<file path="src/design/ccc_pkg.sv">
// Package of constants and helpers for the capture/compare control block
package ccc_pkg;

  // Register byte addresses on the APB bus
  localparam logic [7:0] CCC_ADDR_CONTROL = 8'h00;
  localparam logic [7:0] CCC_ADDR_CAP_LOW = 8'h04;
  localparam logic [7:0] CCC_ADDR_CAP_HIGH = 8'h08;
  localparam logic [7:0] CCC_ADDR_FLAG = 8'h0c;
  localparam logic [7:0] CCC_ADDR_PIN_SEL = 8'h10;

  // Control register fields
  localparam int CCC_MODE_LSB = 0;
  localparam int CCC_MODE_MSB = 3;
  localparam int CCC_DUTY_LSB = 4;
  localparam int CCC_DUTY_MSB = 5;
  localparam int CCC_CTRL_MSB = 7;
  localparam logic [7:0] CCC_CTRL_RESET = 8'h00;
  localparam logic [7:0] CCC_BYTE_RESET = 8'h00;

  // Flag and pin select register fields
  localparam int CCC_FLAG_BIT = 0;
  localparam int CCC_PIN_SEL_BIT = 0;

  // Mode codes
  localparam logic [3:0] CCC_MODE_OFF = 4'h0;
  localparam logic [3:0] CCC_MODE_CMP_TOGGLE = 4'h2;
  localparam logic [3:0] CCC_MODE_CAP_FALL = 4'h4;
  localparam logic [3:0] CCC_MODE_CAP_RISE = 4'h5;
  localparam logic [3:0] CCC_MODE_CAP_RISE4 = 4'h6;
  localparam logic [3:0] CCC_MODE_CAP_RISE16 = 4'h7;
  localparam logic [3:0] CCC_MODE_CMP_SET = 4'h8;
  localparam logic [3:0] CCC_MODE_CMP_CLEAR = 4'h9;
  localparam logic [3:0] CCC_MODE_CMP_SOFT = 4'ha;
  localparam logic [3:0] CCC_MODE_CMP_TRIG = 4'hb;
  localparam logic [1:0] CCC_PWM_TOP = 2'h3;

  // Last prescaler count before a capture fires, then prescaler clear value and step
  localparam logic [3:0] CCC_PRESC4_LAST = 4'h3;
  localparam logic [3:0] CCC_PRESC16_LAST = 4'hf;
  localparam logic [3:0] CCC_PRESC_CLEAR = 4'h0;
  localparam logic [3:0] CCC_PRESC_STEP = 4'h1;

  function automatic logic ccc_is_capture(input logic [3:0] mode);
    ccc_is_capture = (mode >= CCC_MODE_CAP_FALL) &&
      (mode <= CCC_MODE_CAP_RISE16);
  endfunction

  function automatic logic ccc_is_pwm(input logic [3:0] mode);
    ccc_is_pwm = (mode[3:2] == CCC_PWM_TOP);
  endfunction

endpackage

</file>
<file path="src/design/ccc_cap_if.sv">
// Interface between the control core and the edge prescaler
`timescale 1ns/100ps
interface ccc_cap_if;
  logic [3:0] mode;
  logic pin_sync;
  logic capture;

  modport ctl (
    output mode,
    output pin_sync,
    input capture
  );

  modport edge_det (
    input mode,
    input pin_sync,
    output capture
  );
endinterface

</file>
<file path="src/design/ccc_top.sv">
// Capture/compare control core with APB register slave
//
// Summary of operation
// - Mode zero turns the unit off and resets its internal state.
// - Mode 0010 toggles compare output on match and sets event flag.
// - Mode 0100 captures on falling edges, 0101 on rising edges.
// - Mode 0111 captures on every sixteenth rising edge.
// - Mode 1000 drives compare output high on match, sets flag.
// - Mode 1010 only sets the flag on match; pin left alone.
// - Mode 1011 sets flag, resets timebase, starts enabled conversion.
// - Duty bits ignored outside PWM; in PWM low byte holds upper eight.
// - Control bits 7-6 unimplemented and read as zero.
// - Qualifying capture event copies full 16-bit timebase count.
// - Each capture sets the event flag; only software clears it.
// - A newer capture overwrites an unread older value.
// - Pin is monitored even when driven as an output.
// - Mode change may raise a false event; software clears flag.
// - Prescaler cleared when off, outside capture, and on reset.
// - Prescale change does not clear prescaler; software zeroes first.
// - Sleep holds an instruction-clocked timebase; external one runs.
// - Second unit's capture pin selectable from two port pins.
`timescale 1ns/100ps
module ccc_top (
  input wire logic pclk,
  input wire logic presetn,
  input wire logic psel,
  input wire logic penable,
  input wire logic pwrite,
  input wire logic [7:0] paddr,
  input wire logic [31:0] pwdata,
  output logic [31:0] prdata,
  output logic pready,
  output logic pslverr,
  input wire logic alt_pin_a,
  input wire logic alt_pin_b,
  input wire logic [15:0] capture_timebase,
  input wire logic timebase_ext_clk,
  input wire logic sleep,
  input wire logic adc_enabled,
  output logic timebase_hold,
  output logic timebase_reset,
  output logic adc_start,
  output logic compare_out,
  output logic compare_oe,
  output logic unit_event_flag,
  output logic pwm_active,
  output logic [9:0] pwm_duty
);

  typedef struct packed {
    logic [3:0] mode;
    logic [1:0] duty;
    logic [7:0] cap_lo;
    logic [7:0] cap_hi;
    logic flag;
    logic alt_sel;
    logic pin_a_s1;
    logic pin_a_s2;
    logic pin_b_s1;
    logic pin_b_s2;
    logic cmp_out;
    logic match_q;
    logic tb_rst;
    logic adc_go;
    logic [31:0] rdata;
  } ccc_top_st_t;

  ccc_top_st_t st_q;
  ccc_top_st_t st_d;

  ccc_cap_if cap_if ();

  logic setup;
  logic access;
  logic wr;
  logic mapped;
  logic match_now;
  logic match_evt;
  logic [7:0] ctrl_rd;

  // Both pins are synchronised before the select, so a select change
  // never passes an unsettled pin to the edge detector
  assign cap_if.pin_sync = st_q.alt_sel ? st_q.pin_b_s2 : st_q.pin_a_s2;
  assign cap_if.mode = st_q.mode;

  ccc_edge_presc u_presc (
    .pclk(pclk),
    .presetn(presetn),
    .cap(cap_if.edge_det)
  );

  // APB decode
  assign setup = psel & ~penable;
  assign access = psel & penable;
  assign wr = access & pwrite;

  always_comb begin
    mapped = 1'b0;
    unique case (paddr)
      ccc_pkg::CCC_ADDR_CONTROL: mapped = 1'b1;
      ccc_pkg::CCC_ADDR_CAP_LOW: mapped = 1'b1;
      ccc_pkg::CCC_ADDR_CAP_HIGH: mapped = 1'b1;
      ccc_pkg::CCC_ADDR_FLAG: mapped = 1'b1;
      ccc_pkg::CCC_ADDR_PIN_SEL: mapped = 1'b1;
      default: mapped = 1'b0;
    endcase
  end

  // Zero wait states; read data staged in the setup cycle
  assign pready = 1'b1;
  assign pslverr = access & ~mapped;

  // Upper control bits are not stored, so they always read zero
  assign ctrl_rd = {2'b00, st_q.duty, st_q.mode};

  // Compare hits on entry to equality only, so a stalled timebase
  // does not fire repeatedly
  assign match_now = (capture_timebase == {st_q.cap_hi, st_q.cap_lo});
  assign match_evt = match_now & ~st_q.match_q;

  always_comb begin
    st_d = st_q;
    st_d.tb_rst = 1'b0;
    st_d.adc_go = 1'b0;
    st_d.match_q = match_now;
    st_d.pin_a_s1 = alt_pin_a;
    st_d.pin_a_s2 = st_q.pin_a_s1;
    st_d.pin_b_s1 = alt_pin_b;
    st_d.pin_b_s2 = st_q.pin_b_s1;

    // Read data
    if (setup) begin
      st_d.rdata = '0;
      unique case (paddr)
        ccc_pkg::CCC_ADDR_CONTROL: begin
          st_d.rdata[ccc_pkg::CCC_CTRL_MSB:0] = ctrl_rd;
        end
        ccc_pkg::CCC_ADDR_CAP_LOW: begin
          st_d.rdata[7:0] = st_q.cap_lo;
        end
        ccc_pkg::CCC_ADDR_CAP_HIGH: begin
          st_d.rdata[7:0] = st_q.cap_hi;
        end
        ccc_pkg::CCC_ADDR_FLAG: begin
          st_d.rdata[ccc_pkg::CCC_FLAG_BIT] = st_q.flag;
        end
        ccc_pkg::CCC_ADDR_PIN_SEL: begin
          st_d.rdata[ccc_pkg::CCC_PIN_SEL_BIT] = st_q.alt_sel;
        end
        default: begin
          st_d.rdata = '0;
        end
      endcase
    end

    // Register writes
    if (wr) begin
      unique case (paddr)
        ccc_pkg::CCC_ADDR_CONTROL: begin
          st_d.mode = pwdata[ccc_pkg::CCC_MODE_MSB:ccc_pkg::CCC_MODE_LSB];
          st_d.duty = pwdata[ccc_pkg::CCC_DUTY_MSB:ccc_pkg::CCC_DUTY_LSB];
        end
        ccc_pkg::CCC_ADDR_CAP_LOW: begin
          st_d.cap_lo = pwdata[7:0];
        end
        ccc_pkg::CCC_ADDR_CAP_HIGH: begin
          st_d.cap_hi = pwdata[7:0];
        end
        ccc_pkg::CCC_ADDR_FLAG: begin
          // Write one clears; software is the only clearer
          if (pwdata[ccc_pkg::CCC_FLAG_BIT]) begin
            st_d.flag = 1'b0;
          end
        end
        ccc_pkg::CCC_ADDR_PIN_SEL: begin
          st_d.alt_sel = pwdata[ccc_pkg::CCC_PIN_SEL_BIT];
        end
        default: begin
          st_d.mode = st_q.mode;
        end
      endcase
    end

    // Off: compare latch forced low, match history held set
    if (st_q.mode == ccc_pkg::CCC_MODE_OFF) begin
      st_d.cmp_out = 1'b0;
      st_d.match_q = 1'b1;
    end

    // Capture takes priority over a same-cycle register write
    if (cap_if.capture) begin
      st_d.cap_lo = capture_timebase[7:0];
      st_d.cap_hi = capture_timebase[15:8];
      st_d.flag = 1'b1;
    end

    // Compare actions
    if (match_evt) begin
      unique case (st_q.mode)
        ccc_pkg::CCC_MODE_CMP_TOGGLE: begin
          st_d.cmp_out = ~st_q.cmp_out;
          st_d.flag = 1'b1;
        end
        ccc_pkg::CCC_MODE_CMP_SET: begin
          st_d.cmp_out = 1'b1;
          st_d.flag = 1'b1;
        end
        ccc_pkg::CCC_MODE_CMP_CLEAR: begin
          st_d.cmp_out = 1'b0;
          st_d.flag = 1'b1;
        end
        ccc_pkg::CCC_MODE_CMP_SOFT: begin
          st_d.flag = 1'b1;
        end
        ccc_pkg::CCC_MODE_CMP_TRIG: begin
          st_d.flag = 1'b1;
          st_d.tb_rst = 1'b1;
          st_d.adc_go = adc_enabled;
        end
        default: begin
          st_d.tb_rst = 1'b0;
        end
      endcase
    end
  end

  always_ff @(posedge pclk or negedge presetn) begin
    if (!presetn) begin
      st_q.mode <= ccc_pkg::CCC_CTRL_RESET[ccc_pkg::CCC_MODE_MSB:0];
      st_q.duty <=
        ccc_pkg::CCC_CTRL_RESET[ccc_pkg::CCC_DUTY_MSB:ccc_pkg::CCC_DUTY_LSB];
      st_q.cap_lo <= ccc_pkg::CCC_BYTE_RESET;
      st_q.cap_hi <= ccc_pkg::CCC_BYTE_RESET;
      st_q.flag <= 1'b0;
      st_q.alt_sel <= 1'b0;
      st_q.pin_a_s1 <= 1'b0;
      st_q.pin_a_s2 <= 1'b0;
      st_q.pin_b_s1 <= 1'b0;
      st_q.pin_b_s2 <= 1'b0;
      st_q.cmp_out <= 1'b0;
      st_q.match_q <= 1'b1;
      st_q.tb_rst <= 1'b0;
      st_q.adc_go <= 1'b0;
      st_q.rdata <= 32'h0;
    end else begin
      st_q <= st_d;
    end
  end

  assign prdata = st_q.rdata;
  assign unit_event_flag = st_q.flag;
  assign timebase_reset = st_q.tb_rst;
  assign adc_start = st_q.adc_go;
  assign compare_out = st_q.cmp_out;

  // Only output-driving compare modes claim the pin
  assign compare_oe = (st_q.mode == ccc_pkg::CCC_MODE_CMP_TOGGLE) ||
    (st_q.mode == ccc_pkg::CCC_MODE_CMP_SET) ||
    (st_q.mode == ccc_pkg::CCC_MODE_CMP_CLEAR);

  // Duty bits only count in PWM
  assign pwm_active = ccc_pkg::ccc_is_pwm(st_q.mode);
  assign pwm_duty = pwm_active ? {st_q.cap_lo, st_q.duty} : 10'h000;

  // Instruction-clocked timebase freezes in sleep; capture keeps
  // watching the pin either way
  assign timebase_hold = sleep & ~timebase_ext_clk;

endmodule // ccc_top

</file>
<file path="src/design/ccc_edge_presc.sv">
// Edge detector and capture prescaler on the synchronised pin
`timescale 1ns/100ps
module ccc_edge_presc (
  input wire logic pclk,
  input wire logic presetn,
  ccc_cap_if.edge_det cap
);

  typedef struct packed {
    logic prev;
    logic [3:0] cnt;
    logic capture;
  } ccc_presc_st_t;

  ccc_presc_st_t st_q;
  ccc_presc_st_t st_d;

  always_comb begin
    logic rise;
    logic fall;
    rise = 1'b0;
    fall = 1'b0;
    st_d = st_q;
    // Edge history runs in every mode, so an edge near a mode
    // change may still capture
    st_d.prev = cap.pin_sync;
    st_d.capture = 1'b0;
    // Pin is watched whatever its direction
    rise = cap.pin_sync & ~st_q.prev;
    fall = ~cap.pin_sync & st_q.prev;
    // Off or outside capture: prescaler held clear
    if (!ccc_pkg::ccc_is_capture(cap.mode)) begin
      st_d.cnt = ccc_pkg::CCC_PRESC_CLEAR;
    end else begin
      unique case (cap.mode)
        ccc_pkg::CCC_MODE_CAP_FALL: st_d.capture = fall;
        ccc_pkg::CCC_MODE_CAP_RISE: st_d.capture = rise;
        ccc_pkg::CCC_MODE_CAP_RISE4: begin
          // Count not cleared on a prescale change, so an early hit
          // can follow such a change
          if (rise) begin
            if (st_q.cnt >= ccc_pkg::CCC_PRESC4_LAST) begin
              st_d.cnt = ccc_pkg::CCC_PRESC_CLEAR;
              st_d.capture = 1'b1;
            end else begin
              st_d.cnt = st_q.cnt + ccc_pkg::CCC_PRESC_STEP;
            end
          end
        end
        default: begin
          if (rise) begin
            st_d.cnt = st_q.cnt + ccc_pkg::CCC_PRESC_STEP;
            st_d.capture = (st_q.cnt == ccc_pkg::CCC_PRESC16_LAST);
          end
        end
      endcase
    end
  end

  always_ff @(posedge pclk or negedge presetn) begin
    if (!presetn) begin
      st_q <= '0;
    end else begin
      st_q <= st_d;
    end
  end

  assign cap.capture = st_q.capture;

endmodule // ccc_edge_presc

</file>
<file path="config.mk">
export PLATFORM = sky130hd
export DESIGN_NAME = ccc_top
export DESIGN_NICKNAME = d
export VERILOG_FILES = /design/src/design/ccc_pkg.sv /design/src/design/ccc_cap_if.sv /design/src/design/ccc_top.sv /design/src/design/ccc_edge_presc.sv
export SDC_FILE = /design/constraint.sdc
export NUM_CORES = 1
export LEC_CHECK = 0
export BUFFER_PORTS_ARGS = -buffer_cell sky130_fd_sc_hd__buf_2
export CORE_ASPECT_RATIO = 1.75
export CORE_MARGIN = 2
export CORE_UTILIZATION = 43
export CTS_CLUSTER_DIAMETER = 60
export CTS_CLUSTER_SIZE = 16
export DETAILED_ROUTE_END_ITERATION = 8
export HOLD_SLACK_MARGIN = 0.12
export PLACE_DENSITY_LB_ADDON = 0.15
export SETUP_SLACK_MARGIN = 0.5
export SLEW_MARGIN = 20
export SYNTH_ARGS = -nofsm -noshare
export SYNTH_HDL_FRONTEND = slang
export SYNTH_SLANG_ARGS = --single-unit
</file>
<file path="constraint.sdc">
create_clock -name pclk -period 1.9 [get_ports pclk]
set_clock_uncertainty 0.1 [all_clocks]
set_input_delay 0.38 -clock pclk [delete_from_list [all_inputs] [get_ports pclk]]
set_output_delay 0.38 -clock pclk [all_outputs]
set_load 0.01 [all_outputs]
</file>
==> results by group <==
GRT
  – First-pass GRT wire length: 11.9 mm
  – Vias in the first global route: 2498
  – Total Routing Usage GR: 0.220
  – Overflow after GRT: 0
  – Initial antenna violation count: 0
  – Largest net degree at the start of global routing: 47

Clock network
  – Clk Latency, worst-skew pair: 0.30 ns
  – CTS tree: yes
  – CTS root buf: clkbuf_8
  – Reg clk slew, reported paths: 0.09 ns
  – Deepest clock path buffer count: 2
  – H-tree Lvls: 2
  – Clk sinks: 46
  – CTS Buf Count: 5

STA
  – RSZ-0062 raised after global routing: yes
  – # setup viols final: 1
  – Fin. Hold Viols: 0
  – Period utilization: 1.00
  – Total negative slack: -0.00316 ns
  – Fmax: 525 MHz
  – Fin crit period: 1.90 ns
  – Setup WS post-layout: -0.00316 ns
  – Fin. max-slew vios: 0

Yosys
  – Asr flop ratio synth: 1.00
  – Distinct cells, synth: 46
  – Syn_area_per_cell: 9.49 um2
  – Mapped Cells: 292
  – EDFF count, synth: 0
  – Most used DFF post-synth: dfrtp_1
  – Mapped Area: 2770 um2
  – Synthesis warning total: 0
  – Post-synthesis sequential area ratio: 0.416
  – Register bit total from synthesis: 46

Critical path
  – Worst Path Max Fanout: 2
  – Critical Path Max Stage Delay: 0.40 ns
  – Critical path class: in -> out
  – Bufs and invs on worst path: 2
  – Instance count on the critical path: 6
  – R2R cell count: 5
  – CP top delay family: simple AND/OR/NAND/NOR gates
  – Critical Path RT: 1.42 ns
  – Crit-path slowest cell: or3_4
  – CP cell instances: buf_6 -> or3_4 -> nor3_4 -> nand3_2 -> and4b_1 -> buf_2
  – FF-to-FF End: compare_out
  – Worst r2r src: st_q[54]
  – Crit start category: input pin
  – Crit end category: primary output
  – Critical path capture point: pslverr
  – Worst setup startpoint: paddr[5]
  – Reg2reg setup slack: 0.04 ns
  – CP Data Arrival Time: 1.42 ns

Status
  – Status: finished with violations
  – Failing checks: negative setup slack

Route
  – Via-to-Cell Ratio: 5.11
  – Detail Route Antenna Nets: 0
  – Wire length per cell: 15.6 um
  – TritonRoute pass-1 iters: 4
  – Vias: 2502
  – Final WL: 7.65 mm
  – Drt first-iter violations: 106
  – DR DRC count: 0

Die
  – Initial Util: 0.445
  – Die height: 110 um
  – Die Area: 7130 um2
  – Die Span X: 64.7 um
  – Row count: 38
  – Ports: 117
  – CORE AREA: 6230 um2

Final layout
  – Share of cells above drive strength 1: 0.471
  – ANT cells: 0
  – Final #Nets: 476
  – Fillers: 533
  – Synth-to-Final Area Change: 45.4%

Power and ir drop
  – VDD IR max: 416 uV
  – Lkg Pwr: 2.02 nW
  – Total power draw: 0.00198 W
  – Pwr dens: 491 nW/um2

Placement
  – Pre-CTS setup slack: -0.0997 ns
  – Port Buffers: 67
  – GP Congestion: 0.809
  – DP HPWL: 5.12 mm

Min path
  – Hold Crit Class: in -> reg

Run
  – Max-Cap Viols: 0
## metrics by stage
stage,hold WS [ns],std cells,utilization,cell area (um2)
global placement,0.234,432,0.510,3180
detailed placement,0.237,432,0.510,3180
finish,0.196,490,0.647,4030
floorplan,-0.0156,315,-,2940
global route,0.202,490,0.647,4030
CTS,0.193,475,0.618,3850
## how the worst min path moves through the flow
stage / from / cells after the start / slack (ns) / end
global placement: st_d[36] / 0 / 0.23 / st_q[36]
detailed placement: st_d[38] / 0 / 0.24 / st_q[38]
floorplan: presetn / 0 / -0.02 / adc_start
global route: adc_enabled / 3 / 0.20 / adc_start
CTS: adc_enabled / 3 / 0.19 / adc_start
finish: adc_enabled / 3 / 0.20 / adc_start
## area by class of cell
type                       instances  area, um2  area share
clock buffer                       6       72.6      0.0180
clock inverter                     2       13.8     0.00342
inverter                           3       11.3     0.00280
multi-input combinational        219       1650       0.409
sequential                        46       1160       0.287
tap                               80        100      0.0248
timing repair buffer             134       1030       0.255
## kinds of logic after synthesis
kind of cell / synth area share
xor gates and xnor gates: 0.0506
other: 0.00271
adders and majority gates: 0.00451
buffers and inverters: 0.116
DFF: 0.416
muxes: 0.108
AOI/OAI and AO/OA: 0.119
and+or+nand+nor: 0.183
## repair_timing
action	CTS	global route
setup endpoints to repair	44	50
hold endpoints to repair	47	0
pin swaps	15	20
hold buffers	3	0
gates cloned	1	0
buffers inserted	31	15
gates resized for setup	74	29
## layout by cell type, fill, tap and decap left out, types with 11 or more instances in the layout
cell     instances
and3_4          11
buf_2           50
nand2_1         26
buf_6           28
dfrtp_1         41
xor2_1          16
nor2_1          13
conb_1          25
mux2i_1         20
buf_4           49
o21ai_1         17
## synth_stat cells (all sizes together), types with 2 or more instances
cell,count,area (um2)
mux2i,21,210
or2,2,15.0
dfrtp,45,1130
a22oi,4,30.0
nand4,2,12.5
nand3b,3,22.5
and2,3,18.8
o21ai,25,125
nor2b,7,43.8
nand2,26,97.6
mux2,8,90.1
buf,38,277
xor2,16,140
nand3,8,50.1
clkbuf,9,33.8
a22o,3,26.3
nand2b,2,12.5
a221o,2,20.0
conb,2,7.51
a32o,2,20.0
inv,3,11.3
and3,11,70.1
nor3,6,30.0
nor2,18,67.6
nor4,6,43.8
a21oi,6,30.0
## tightest hold or removal path, stage by stage
cell,delay [ns]
buf_2,0.09
inv_1,0.05
nor3_2,0.04
## metal layers
| metal | GRT usage | share of wire | up-vias |
|---|---|---|---|
| li1 | - | - | 1203 |
| met1 | 0.247 | 0.37 | 1213 |
| met2 | 0.414 | 0.57 | 71 |
| met3 | 0.0315 | 0.033 | 15 |
| met4 | 0.0836 | 0.023 | 0 |
| met5 | 0 | 0 | - |
## state kept, by name, summed over array words and instances (netlist names)
name / cells
u_presc.st_q: 5
cap_if.mode: 4
adc_start: 1
prdata: 8
ctrl_rd: 2
compare_out: 1
st_q: 20
timebase_reset: 1
u_presc.cap.capture: 1
st_d: 2
unit_event_flag: 1
## power by group
group	internal, W	leakage (nW)	switching (W)
combinational	0.000154	1.36	0.000178
clock	0.000260	0.0452	0.000342
sequential	0.00101	0.618	0.0000305
total	0.00143	2.02	0.000551
Power figures use the tool's default switching activity.
